<file path="src/tlb_map.svh">
// constants for the transceiver loopback and self-test block
// assumes one 200 MHz clock and a synchronous active-high reset
// Overview of operation
// - generator and checker sit at the fabric edge of the parallel path
// - parallel loopback works only with the 16-bit incrementing generator
// - parallel width is forced to sixteen bits during parallel loopback
// - incrementing 00 to ff pattern loops back into receive path before line
// - generated pattern also goes out on the serial transmit output
// - test pattern never reaches the fabric receive data bus
// - encoder on in both widths; byte serializer only in single width
// - done flag set and held after one full pass or a mismatch
// - error flag set and held on the first mismatch
// - transmit reset clears generator, receive reset clears checker and flags
// - reverse serial loopback sends retimed received data out, fabric too
// - reverse serial loopback is a static configuration, no runtime pin
// - reverse serial loopback keeps swing and first post tap adjustable
// - pre-recovery loopback sends raw input out, fabric still receives
// - pre-recovery loopback fixes pre-emphasis; only swing may be set
// - reverse parallel loopback exists only in PCIe mode, gen1 and gen2
// - reverse parallel loopback sends recovered aligned words to serializer
// - reverse parallel loopback keeps delivering receive data to fabric
// - self-test loopback is available in single and double width
`ifndef TLB_MAP_SVH
`define TLB_MAP_SVH
`define TLB_W         16
`define TLB_ZERO      16'h0000
`define TLB_ONE       16'h0001
`define TLB_LAST      16'hffff
`define TLB_BYTE_LAST 8'hff
`define TLB_SWING_W   3
`define TLB_TAP_W     5
`define TLB_SWING_RST 3'h0
`define TLB_TAP_RST   5'h00
`define TLB_BUF_EMPTY 2'h0
`define TLB_BUF_ONE   2'h1
`define TLB_BUF_FULL  2'h2
`define TLB_LO_BYTE   7:0
`endif

</file>
<file path="src/tlb_pkg.sv">
// types for the transceiver loopback and self-test block
// assumes tlb_map.svh is on the include path
`include "tlb_map.svh"
package tlb_pkg;
  typedef logic [`TLB_W-1:0] tlb_word_t;
  typedef enum logic [2:0] {
    TLB_NORMAL,
    TLB_PAR_BIST,
    TLB_REV_SERIAL,
    TLB_REV_PRECDR,
    TLB_REV_PAR_PCIE
  } tlb_mode_t;
  typedef enum logic [1:0] {
    TLB_CHK_WAIT,
    TLB_CHK_RUN,
    TLB_CHK_END
  } tlb_chk_st_t;
endpackage

</file>
<file path="src/tlb_buf_if.sv">
// word stream carrier between generator and the two-entry buffer
// assumes both ends on SYS_CLK_I
interface tlb_buf_if;
  import tlb_pkg::*;
  logic      valid;
  logic      ready;
  tlb_word_t data;
  modport src (output valid, output data, input ready);
  modport snk (input valid, input data, output ready);
endinterface

</file>
<file path="src/tlb_buf2.sv">
// two-entry skid buffer, a receiver stall loses no word
// assumes synchronous active-high reset
`include "tlb_map.svh"
module tlb_buf2
  import tlb_pkg::*;
(
  input  wire logic clk_i,
  input  wire logic rst_i,
  tlb_buf_if.snk    in_if,
  output      logic out_valid_o,
  output tlb_word_t out_data_o,
  input  wire logic out_ready_i
);
  typedef struct packed {
    tlb_word_t  d0;
    tlb_word_t  d1;
    logic [1:0] cnt;
  } tlb_buf_st_t;
  tlb_buf_st_t st_r;
  tlb_buf_st_t st_nxt;
  logic        push;
  logic        pop;
  assign in_if.ready = (st_r.cnt != `TLB_BUF_FULL);
  assign out_valid_o = (st_r.cnt != `TLB_BUF_EMPTY);
  assign out_data_o  = st_r.d0;
  assign push        = in_if.valid && in_if.ready;
  assign pop         = out_valid_o && out_ready_i;
  always_comb begin
    st_nxt = st_r;
    if (pop) begin
      st_nxt.d0 = st_r.d1;
    end
    if (push) begin
      if (st_r.cnt == `TLB_BUF_EMPTY ||
          (st_r.cnt == `TLB_BUF_ONE && pop)) begin
        st_nxt.d0 = in_if.data;
      end else begin
        st_nxt.d1 = in_if.data;
      end
    end
    st_nxt.cnt = st_r.cnt + {1'b0, push} - {1'b0, pop};
  end
  always_ff @(posedge clk_i) begin
    if (rst_i) begin
      st_r <= '0;
    end else begin
      st_r <= st_nxt;
    end
  end
endmodule // tlb_buf2

</file>
<file path="src/tlb_loopback.sv">
// channel loopback and self-test logic between fabric and line datapath
// assumes all ports synchronous to SYS_CLK_I; mode is static configuration
`include "tlb_map.svh"
module tlb_loopback
  import tlb_pkg::*;
#(
  parameter tlb_mode_t MODE         = TLB_NORMAL,
  parameter logic      DOUBLE_WIDTH = 1'b0,
  parameter logic      PCIE_MODE    = 1'b0,
  parameter logic      PCIE_GEN3    = 1'b0
)
(
  input  wire logic                    SYS_CLK_I,
  input  wire logic                    SRST_I,
  input  wire logic                    TX_DIG_RST_I,
  input  wire logic                    RX_DIG_RST_I,
  input  wire logic [`TLB_W-1:0]       TX_FAB_DATA_I,
  input  wire logic                    TX_FAB_VALID_I,
  output      logic                    TX_FAB_READY_O,
  output      logic [`TLB_W-1:0]       TX_PCS_DATA_O,
  output      logic                    TX_PCS_VALID_O,
  input  wire logic                    TX_PCS_READY_I,
  input  wire logic [`TLB_W-1:0]       RX_PCS_DATA_I,
  input  wire logic                    RX_PCS_VALID_I,
  input  wire logic [`TLB_W-1:0]       RX_ALIGNED_DATA_I,
  input  wire logic                    RX_ALIGNED_VALID_I,
  input  wire logic                    RX_CDR_BIT_I,
  input  wire logic                    RX_RAW_BIT_I,
  input  wire logic                    TX_SER_BIT_I,
  output      logic                    TX_LINE_BIT_O,
  output      logic [`TLB_W-1:0]       RX_FAB_DATA_O,
  output      logic                    RX_FAB_VALID_O,
  input  wire logic                    DETECT_RX_LPBK_I,
  input  wire logic [`TLB_SWING_W-1:0] OUTPUT_SWING_SETTING_I,
  input  wire logic [`TLB_TAP_W-1:0]   POST_TAP1_I,
  output      logic [`TLB_SWING_W-1:0] OUTPUT_SWING_SETTING_O,
  output      logic [`TLB_TAP_W-1:0]   POST_TAP1_O,
  output      logic                    ENC_8B10B_EN_O,
  output      logic                    BYTE_SER_EN_O,
  output      logic                    WIDTH16_O,
  output      logic                    BIST_DONE_O,
  output      logic                    BIST_ERR_O,
  output      logic                    REV_PAR_ACTIVE_O
);
  typedef struct packed {
    tlb_word_t                gen_word;
    tlb_word_t                exp_word;
    tlb_chk_st_t              chk_st;
    logic                     done;
    logic                     err;
    tlb_word_t                rx_data;
    logic                     rx_valid;
    logic                     line_bit;
    logic [`TLB_SWING_W-1:0]  swing;
    logic [`TLB_TAP_W-1:0]    tap;
    logic                     rev_par;
  } tlb_st_t;
  tlb_st_t st_r;
  tlb_st_t st_nxt;
  localparam logic BIST_ON = (MODE == TLB_PAR_BIST);
  // reverse parallel is only legal in pcie mode at first or second rate
  localparam logic REV_PAR_OK = (MODE == TLB_REV_PAR_PCIE) && PCIE_MODE
                                && !PCIE_GEN3;
  function automatic tlb_word_t tlb_incr(input tlb_word_t w);
    tlb_incr = w + `TLB_ONE;
  endfunction
  tlb_buf_if gen_if ();
  logic      buf_valid;
  tlb_word_t buf_data;
  logic      gen_push;
  // generator word sits at fabric edge so full pcs path is exercised
  assign gen_if.valid = BIST_ON ? 1'b1 : TX_FAB_VALID_I;
  assign gen_if.data  = BIST_ON ? st_r.gen_word : TX_FAB_DATA_I;
  assign gen_push     = BIST_ON && gen_if.ready;
  assign TX_FAB_READY_O = BIST_ON ? 1'b0 : gen_if.ready;
  tlb_buf2 tlb_buf2_inst (
    .clk_i       (SYS_CLK_I),
    .rst_i       (SRST_I || TX_DIG_RST_I),
    .in_if       (gen_if),
    .out_valid_o (buf_valid),
    .out_data_o  (buf_data),
    .out_ready_i (TX_PCS_READY_I)
  );
  assign TX_PCS_VALID_O = buf_valid;
  assign TX_PCS_DATA_O  = buf_data;
  assign ENC_8B10B_EN_O = BIST_ON ? 1'b1 : 1'b1;
  assign BYTE_SER_EN_O  = BIST_ON ? !DOUBLE_WIDTH : !DOUBLE_WIDTH;
  assign WIDTH16_O      = BIST_ON ? 1'b1 : DOUBLE_WIDTH;
  assign OUTPUT_SWING_SETTING_O = st_r.swing;
  assign POST_TAP1_O    = st_r.tap;
  assign TX_LINE_BIT_O  = st_r.line_bit;
  assign RX_FAB_DATA_O  = st_r.rx_data;
  assign RX_FAB_VALID_O = st_r.rx_valid;
  assign BIST_DONE_O    = st_r.done;
  assign BIST_ERR_O     = st_r.err;
  assign REV_PAR_ACTIVE_O = st_r.rev_par;
  always_comb begin
    st_nxt = st_r;
    // generator advances on each accepted word, wraps at ffff
    if (TX_DIG_RST_I) begin
      st_nxt.gen_word = `TLB_ZERO;
    end else if (gen_push) begin
      st_nxt.gen_word = tlb_incr(st_r.gen_word);
    end
    // checker, low byte runs 00 through ff repeatedly
    if (RX_DIG_RST_I) begin
      st_nxt.chk_st   = TLB_CHK_WAIT;
      st_nxt.exp_word = `TLB_ZERO;
      st_nxt.done     = 1'b0;
      st_nxt.err      = 1'b0;
    end else if (BIST_ON && RX_PCS_VALID_I) begin
      case (st_r.chk_st)
        TLB_CHK_WAIT: begin
          // first word seeds the expectation; link latency is unknown
          st_nxt.exp_word = tlb_incr(RX_PCS_DATA_I);
          st_nxt.chk_st   = TLB_CHK_RUN;
        end
        TLB_CHK_RUN: begin
          if (RX_PCS_DATA_I != st_r.exp_word) begin
            st_nxt.err    = 1'b1;
            st_nxt.done   = 1'b1;
            st_nxt.chk_st = TLB_CHK_END;
          end else begin
            st_nxt.exp_word = tlb_incr(st_r.exp_word);
            if (RX_PCS_DATA_I[`TLB_LO_BYTE] == `TLB_BYTE_LAST) begin
              st_nxt.done   = 1'b1;
              st_nxt.chk_st = TLB_CHK_END;
            end
          end
        end
        TLB_CHK_END: begin
          // flags sticky until receive reset; later errors still latch
          if (RX_PCS_DATA_I != st_r.exp_word) begin
            st_nxt.err = 1'b1;
          end
          st_nxt.exp_word = tlb_incr(RX_PCS_DATA_I);
        end
        default: begin
          st_nxt.chk_st = TLB_CHK_WAIT;
        end
      endcase
    end
    // receive data to fabric, pattern held back in self-test
    if (BIST_ON) begin
      st_nxt.rx_data  = `TLB_ZERO;
      st_nxt.rx_valid = 1'b0;
    end else if (MODE == TLB_REV_PAR_PCIE) begin
      st_nxt.rx_data  = RX_ALIGNED_DATA_I;
      st_nxt.rx_valid = RX_ALIGNED_VALID_I;
    end else begin
      st_nxt.rx_data  = RX_PCS_DATA_I;
      st_nxt.rx_valid = RX_PCS_VALID_I;
    end
    // reverse parallel follows the fabric request level
    st_nxt.rev_par = REV_PAR_OK && DETECT_RX_LPBK_I;
    // serial output source; modes are static, no runtime select
    case (MODE)
      TLB_REV_SERIAL:   st_nxt.line_bit = RX_CDR_BIT_I;
      TLB_REV_PRECDR:   st_nxt.line_bit = RX_RAW_BIT_I;
      default:          st_nxt.line_bit = TX_SER_BIT_I;
    endcase
    // driver settings
    st_nxt.swing = OUTPUT_SWING_SETTING_I;
    if (MODE == TLB_REV_PRECDR) begin
      st_nxt.tap = `TLB_TAP_RST;
    end else begin
      st_nxt.tap = POST_TAP1_I;
    end
  end
  // when rev_par is high the pcs sends aligned rate-matched words
  // to the serializer; this block only reports that selection
  always_ff @(posedge SYS_CLK_I) begin
    if (SRST_I) begin
      st_r          <= '0;
      st_r.chk_st   <= TLB_CHK_WAIT;
      st_r.swing    <= `TLB_SWING_RST;
      st_r.tap      <= `TLB_TAP_RST;
    end else begin
      st_r <= st_nxt;
    end
  end
endmodule // tlb_loopback

</file>
<file path="config.mk">
export PLATFORM = sky130hd
export DESIGN_NAME = tlb_loopback
export DESIGN_NICKNAME = d
export VERILOG_FILES = /design/src/tlb_pkg.sv /design/src/tlb_buf_if.sv /design/src/tlb_buf2.sv /design/src/tlb_loopback.sv
export VERILOG_INCLUDE_DIRS = /design/src
export SDC_FILE = /design/constraint.sdc
export NUM_CORES = 1
export LEC_CHECK = 0
export BUFFER_PORTS_ARGS = -buffer_cell sky130_fd_sc_hd__buf_2
export CAP_MARGIN = 20
export CORE_ASPECT_RATIO = 2
export CORE_MARGIN = 1.5
export CORE_UTILIZATION = 49
export CTS_CLUSTER_DIAMETER = 200
export DETAILED_ROUTE_END_ITERATION = 8
export PLACE_DENSITY_LB_ADDON = 0.3
export SLEW_MARGIN = 20
export SYNTH_ARGS = -nofsm -noshare
export SYNTH_HDL_FRONTEND = slang
export SYNTH_HIERARCHICAL = 1
export SYNTH_SLANG_ARGS = --single-unit
</file>
<file path="constraint.sdc">
create_clock -name SYS_CLK_I -period 3.87 [get_ports SYS_CLK_I]
set_clock_uncertainty 0.15 [all_clocks]
set_input_delay 0.5805 -clock SYS_CLK_I [delete_from_list [all_inputs] [get_ports SYS_CLK_I]]
set_output_delay 0.5805 -clock SYS_CLK_I [all_outputs]
set_load 0.02 [all_outputs]
</file>
Yosys cells after proc, flatten, opt, wreduce, memory -nomap -nowiden
Index checks and enable logic that the tools add are counted.

storage, ports and cells
  flip-flop bits (word level) = 61
  bits of input ports = 68
  output and inout port bits = 50
  logic and storage cells = 26

cells by class
  $add $sub $neg = 2
  equality and inequality tests = 2
  muxes and demuxes = 4
  bitwise operators = 1
  reduce and logical (&&, ||, !) cells = 8

operator list
  cell                  number
  $mux W16              3
  $mux W32              1
  $logic_and A1 B1 Y1   3
  $add A2 B1 Y2         1
  $eq A2 B1 Y1 const B  1
  $logic_not A2 Y1      1
  $logic_or A1 B1 Y1    2
  $ne A2 B2 Y1 const B  1
  $reduce_and A2 Y1     1
  $reduce_bool A2 Y1    1
  $sub A2 B1 Y2         1
  $not A1 Y1            1

Logic depth before layout (Yosys ltp)
Gate-level depths: netlist of run 1.

  word-level depth = 6
  depth in mapped cells = 7
  mapped depth without buffers = 6

By module
The synthesis of run 1 kept the hierarchy.

modules (own cells, without submodules)
  module        instances  cells an instance  area each (um^2)  seq. area each (um^2)
  tlb_buf2      1          184                1,660.3           680.7
  tlb_loopback  1          63                 763.2             520.5

Worst setup path after synthesis of run 1
No wires, ideal clock.

  path type = input port to flip-flop
  start point = input TX_PCS_READY_I
  end point = register tlb_buf2_inst/st_r[1] (netlist name)
  library setup time = 0.123 ns
  data arrival time = 1.738 ns
  data required time = 3.597 ns
  setup slack = 1.859 ns
  stages on the path = 7
  path buffers = 2
  path through = o21ai_1 -> buf_2 -> buf_4 -> xor2_1 -> ha_1 -> nor2b_1 -> mux2_1

on the way
  cells in the longest elaborated chain, start to end = 2

RTL lines
  item                  line                text
  start, declared       tlb_loopback.sv:22  input wire logic TX_PCS_READY_I,
  $logic_and A1 B1 Y1   tlb_buf2.sv:27      assign pop = out_valid_o && out_ready_i;
  $sub A2 B1 Y2         tlb_buf2.sv:41      st_nxt.cnt = st_r.cnt + {1'b0, push} - {1'b0, pop};
  end signal, assigned  tlb_buf2.sv:47      st_r <= st_nxt;
  end, declared         tlb_buf2.sv:19      tlb_buf_st_t st_r;

No other way between the ends.
A chain may end at the register's enable or synchronous reset.

Final worst setup path of run 1
  start point = register tlb_buf2_inst/st_r[1] (netlist name)
  end point = register tlb_buf2_inst.st_r, in the netlist tlb_buf2_inst/out_data_o[1]

on the way
  cells in the longest elaborated chain, start to end = 6
  elaborated cells on any way between the ends = 11
  those cells by class = eq/ne (2); mux (3); reduce/logical (6)

RTL lines
  item                                 line            text
  $reduce_bool A2 Y1 (no source line)  --
  $logic_and A1 B1 Y1                  tlb_buf2.sv:27
  $logic_and A1 B1 Y1                  tlb_buf2.sv:35  (st_r.cnt == `TLB_BUF_ONE && pop)) begin
  $logic_or A1 B1 Y1                   tlb_buf2.sv:34  if (st_r.cnt == `TLB_BUF_EMPTY ||
  $mux W16                             tlb_buf2.sv:34
  $mux W32 (*)                         tlb_buf2.sv:33  if (push) begin

Mark *: on every way between the ends. The rest lies on a longest branch, timed or not.

==> flow_summary.yaml, run 1 <==
clock_network:
  cts_root_buffer: "clkbuf_8"
  clock_latency_ns: 0.33
  htreeDepth: 3
  clk_pin_slew_ns: 0.06
  numCtsBuffers: 9
  cts-hold-fix-buffers: 0
  clkSinkCount: 60
  ctsResizeCount: 0
  clk_path_buf_depth: 2
  post_cts_buffers: 0
  cts_tree: "built"
floorplanning:
  die_x_um: 52.73
  core_area_um2: 4820
  start_util_pct: 50.29
  io_pins: 118
  die-area_um2: 5403
  std_cell_rows: 36
  dieHeight_um: 102.5
yosys:
  synthTopCellsByArea: "dfxtp_1 50%, buf_4 7.4%, nor2b_1 7.0%"
  yosysTopAreaCell: "dfxtp_1"
  yosysMostFrequentCell: "dfxtp_1"
  seq_area_frac_synth_pct: 49.56
  synth-main-ff-cell: "dfxtp_1"
  synth_area_um2: 2424
  synth.top_cells.by_count: "60 x dfxtp_1, 27 x nor2b_1, 24 x buf_4"
  yosys_warnings: 6
  yosys.cell_types.count: 26
  syn_avg_cell_area_um2: 9.812
  yosysTopAreaCellShare_pct: 49.56
  synth_seq_cells: 60
  netlist_instances: 247
  async_flop_share_pct: 0
  synth_edf_count: 0
timing:
  slew_violations: 0
  setup-tns-final_ns: 0
  period_share_pct: 57.38
  period_minus_slack_ns: 2.220
  relSlewSlack_pct: 45.61
  fmax_ghz: 0.4504
  setup_violations: 0
  worst_pin_slew_ns: 0.8159
  finalHoldViolations: 0
  whs_ns: 0.3009
  rsz0062_at_grt: "no"
grt:
  grtUsageTotal_pct: 20.56
  grt_pass1_vias: 1824
  grt_start_max_net_pins: 28
  grt_overflow: 0
  antenna_found_initial: 0
  grt_pass1_wl_mm: 7.948
setup_path:
  worstPathMaxFanout: 17
  crit_slowest_cell: "or2_1"
  required_ns: 3.90
  slowest_delay_ns: 0.74
  cp_cell_sequence: "nand2b_1 -> or2_1 -> a21oi_1"
  crit_arrival_ns: 2.25
  start_kind: "register"
  endpoint_kind: "register"
  worstSetupPathType: "reg2reg"
placement:
  place_inst: 360
  place_congestion: 0.7985
  hpwl_mm: 3.533
  numPortBuffers: 90
job:
  cap_violations: 0
finish:
  drive_above_1_share_pct: 36.48
  seqCellArea_um2: 1201
  nets: 383
  syn_to_final_growth_pct: 18.43
  n_fill_cell: 457
  multi_input_area_um2: 967.2
  antennaDiodeCount: 0
  stdcell_count: 375
  final_util_pct: 59.55
drt:
  drt-wirelength-per-cell_um: 13.32
  wl_met2_mm: 2.690
  top_layer_used: "met4"
  drc: 0
  wl_met3_um: 300
  met1_length_mm: 1.890
  viasPerCell: 4.987
  firstDrtPassIters: 4
  drt_iter0_drc: 26
  postRouteAntennaNets: 0
  wl_mm: 4.996
  via_count: 1870
power:
  p_leak_nw: 1.366
  powerDensity_nw_per_um2: 439.4
  vdd_drop_max_uv: 296.5
hold_path:
  hold_class: "in2reg"
run_status:
  outcome: "completed"
==> registers in the layout, summed over array words and instances, names as in the netlist <==
register and count:
RX_FAB_VALID_O 1, TX_LINE_BIT_O 1, tlb_buf2_inst/st_r 18, OUTPUT_SWING_SETTING_O 3, POST_TAP1_O 5, tlb_buf2_inst/out_data_o 16
RX_FAB_DATA_O 16
==> logic make-up (layout without fill, tap and decap cells) <==
family / count (synthesis) / count (layout) / share of synthesized area (%)
other: 2 / 6 / 0.3099
flip-flops: 60 / 60 / 49.56
buffers and inverters: 43 / 110 / 11.31
adder cells (fa/ha/maj): 1 / 1 / 0.5162
AO/OA/AOI/OAI: 67 / 67 / 17.40
multiplexers: 17 / 17 / 7.073
AND/OR/NAND/NOR: 56 / 56 / 13.47
XOR/XNOR: 1 / 1 / 0.3614
==> path summary, 6_finish.rpt <==
path / startpoint / end / slack, ns / cells after the start
max reg2reg: tlb_buf2_inst/st_r[1]$_SDFF_PP0_ / tlb_buf2_inst/out_data_o[1]$_SDFF_PP0_ / 1.65 / 3
min reg2reg: tlb_buf2_inst/st_r[3]$_SDFFE_PP0P_ / tlb_buf2_inst/st_r[3]$_SDFFE_PP0P_ / 0.32 / 2
max: tlb_buf2_inst/st_r[1]$_SDFF_PP0_ / tlb_buf2_inst/out_data_o[1]$_SDFF_PP0_ / 1.65 / 3
min: POST_TAP1_I[4] / POST_TAP1_O[4]$_SDFF_PP0_ / 0.30 / 2
==> through the flow <==
stage          cell area (µm²)  worst slack (ns)  total power, W
4_1_cts                   2870             1.622        0.001275
2_1_floorplan             2439             1.859       0.0007884
6_report                  2870             1.650        0.001261
5_1_grt                   2870             1.499        0.001328
3_3_place_gp              2720             1.392       0.0008299
3_5_place_dp              2720             1.421       0.0008334
==> layer usage <==
layer | up-vias | GRT usage (%)
met4 | 0 | 10.65
met1 | 838 | 21.06
li1 | 954 | -
met5 | - | 0
met3 | 11 | 8.626
met2 | 67 | 34.62
==> where the power goes <==
part,total (W),internal (W),switching (W),leakage [nW]
clock network,0.000443,0.000225,0.000218,0.0800
logic,0.000166,0.0000615,0.000104,0.793
registers,0.000652,0.000643,0.00000947,0.493
total,0.00126,0.000930,0.000332,1.37
==> layout make-up <==
cell class              count  share of cell area [%]
clock buffers              12                   4.708
multi-input cells         148                   33.70
clock inverters             3                  0.5231
well taps                  57                   2.485
repair buffers             93                   16.48
flip-flops and latches     60                   41.85
inverters                   2                  0.2616
==> worst max-delay path, delay by kind of cell (launching register included) <==
family	cells	cell delay, ns
and+or+nand+nor	2	1.36
AOI/OAI and AO/OA	1	0.13
DFF	1	0.43
==> placed cells by master (no fill, tap or decap) <==
master,Yosys,final
mux2i_1,16,16
clkbuf_8,0,9
ha_1,1,1
buf_4,24,3
a32oi_1,1,1
clkinv_2,0,3
nor2b_1,27,27
o21ai_2,0,1
nor2_1,1,1
and2_1,1,1
and2b_1,3,3
o21ai_1,11,10
a21bo_1,1,1
or2_1,3,3
nand3_1,16,16
nand2b_1,3,3
a21oi_2,10,10
dfxtp_1,60,60
mux2_1,1,1
clkbuf_1,9,3
a21oi_1,22,22
xor2_1,1,1
buf_2,6,90
nand2_1,2,2
conb_1,2,6
o31ai_1,16,16
o21ai_0,6,6
inv_1,2,2
No activity file was read; power rests on OpenSTA's default activity.
==> run 2, diff against run 1 <==
CORE_UTILIZATION = 41   (was 49)
clock period = 1.98 ns   (was 3.87 ns; I/O delays follow)
==> flow_summary.yaml, run 2 (same netlist as run 1, synthesis figures left out) <==
run_status:
  outcome: "completed"
grt:
  use_met3_pct: 4.878
  met2_usage_pct: 32.27
  grt_start_max_net_pins: 27
  grtUsageTotal_pct: 17.83
  busiest_layer: "met2"
  grt_pass1_wl_mm: 8.721
  grt_pass1_vias: 2003
  antenna_found_initial: 0
  grt_overflow: 0
  grt_use_met1_pct: 16.67
floorplanning:
  core_area_um2: 5709
  std_cell_rows: 39
  io_pins: 118
  dieHeight_um: 111.7
  start_util_pct: 42.45
  die-area_um2: 6409
  die_x_um: 57.37
finish:
  n_fill_cell: 578
  largest_register: "tlb_buf2_inst/st_r"
  largest_reg_flops: 18
  drive_above_1_share_pct: 37.85
  antennaDiodeCount: 0
  final_cell_mix: "90 x buf_2, 60 x dfxtp_1, 27 x nor2b_1"
  nets: 389
  final_common_cell: "buf_2"
  syn_to_final_growth_pct: 25.97
timing:
  period_share_pct: 85.21
  fin_ws_ns: 0.2928
  relSlewSlack_pct: 63.83
  setup_violations: 0
  finalHoldViolations: 0
  period_minus_slack_ns: 1.687
  worst_pin_slew_ns: 0.5420
  fmax_ghz: 0.5927
  rsz0062_at_grt: "no"
  slew_violations: 0
  setup-tns-final_ns: 0
setup_path:
  endpoint_kind: "register"
  start_kind: "register"
  r2r-end: "tlb_buf2_inst/st_r[1]$_SDFF_PP0_"
  crit_end: "tlb_buf2_inst/st_r[1]$_SDFF_PP0_"
  required_ns: 2.03
  startpoint: "tlb_buf2_inst/st_r[0]$_SDFF_PP0_"
  rr_startpoint: "tlb_buf2_inst/st_r[0]$_SDFF_PP0_"
  r2r_slack_ns: 0.29
  worstPathMaxFanout: 9
  crit_arrival_ns: 1.74
  reg2reg_depth: 6
  worstSetupPathType: "reg2reg"
clock_network:
  cts-hold-fix-buffers: 0
  clock_latency_ns: 0.32
  clk_pin_slew_ns: 0.05
  ctsResizeCount: 0
  clk_path_buf_depth: 2
  numCtsBuffers: 9
  htreeDepth: 3
  post_cts_buffers: 0
  cts_tree: "built"
  cts_root_buffer: "clkbuf_16"
  clkSinkCount: 60
drt:
  wl_mm: 5.182
  drc: 0
  drt_iter0_drc: 30
  postRouteAntennaNets: 0
  firstDrtPassIters: 4
  drt-wirelength-per-cell_um: 13.42
  via_count: 1937
  viasPerCell: 5.018
power:
  sw_frac_of_total_pct: 23.27
  p_switching_w: 0.0007076
  powerDensity_nw_per_um2: 996.1
  vdd_drop_max_uv: 791.2
  p_comb_share_pct: 11.0
  internal-power_w: 0.002334
  p_clk_share_pct: 47.0
  p_seq_share_pct: 42.0
  p_leak_nw: 1.455
placement:
  hpwl_mm: 3.711
  numPortBuffers: 90
  dp_slack_ns: 0.2985
  place_congestion: 0.7591
hold_path:
  hold_class: "in2reg"
job:
  cap_violations: 0
-- run 2: critical path, stage by stage, from the launching register on --
cell	delay (ns)
dfxtp_1	0.46
nand2b_1	0.16
nand2_1	0.07
xor2_1	0.14
ha_1	0.19
nor2b_1	0.12
mux2_1	0.28
-- run 2: worst min path at each step --
stage	from	endpoint	slack, ns	cells after the start
after detailed placement	tlb_buf2_inst/st_r[10]$_SDFFE_PP0P_	tlb_buf2_inst/st_r[10]$_SDFFE_PP0P_	0.32	2
after CTS	POST_TAP1_I[4]	POST_TAP1_O[4]$_SDFF_PP0_	0.02	2
after global placement	tlb_buf2_inst/st_r[11]$_SDFFE_PP0P_	tlb_buf2_inst/st_r[11]$_SDFFE_PP0P_	0.32	2
after global routing	POST_TAP1_I[4]	POST_TAP1_O[4]$_SDFF_PP0_	0.02	2
after floorplan	SRST_I	OUTPUT_SWING_SETTING_O[2]$_SDFF_PP0_	0.22	1
final	POST_TAP1_I[4]	POST_TAP1_O[4]$_SDFF_PP0_	0.03	2
-- run 2: layout make-up --
type / count / area (µm²) / area share [%]
sequential: 60 / 1201 / 39.34
multi-input combinational: 148 / 967.2 / 31.68
timing repair buffer: 99 / 518.0 / 16.97
clock buffer: 15 / 277.8 / 9.098
tap: 61 / 76.32 / 2.500
inverter: 2 / 7.507 / 0.2459
clock inverter: 1 / 5.005 / 0.1639
-- run 2: layer usage --
layer | vias to the layer above | routed length [µm]
met5 | - | 0
met4 | 0 | 127
met3 | 8 | 269
met2 | 63 | 2851
met1 | 897 | 1933
li1 | 969 | -
-- run 2: power by group through the flow --
stage / sequential (W) / clock, W / combinational, W
final: 0.00128 / 0.00143 / 0.000335
after global placement: 0.00130 / 0 / 0.000332
after floorplan: 0.00134 / 0 / 0.000206
after detailed placement: 0.00130 / 0 / 0.000339
after global routing: 0.00128 / 0.00152 / 0.000365
after CTS: 0.00128 / 0.00147 / 0.000339
-- run 2: through the flow --
step	cells	cell area, µm²	hold WS, ns	power (W)	utilization [%]
floorplan	251	2439	0.2186	0.001541	-
global placement	370	2770	0.3160	0.001632	48.52
detailed placement	370	2770	0.3239	0.001640	48.52
CTS	386	3053	0.01743	0.003086	53.47
global route	386	3053	0.02376	0.003171	53.47
finish	386	3053	0.03265	0.003041	53.47
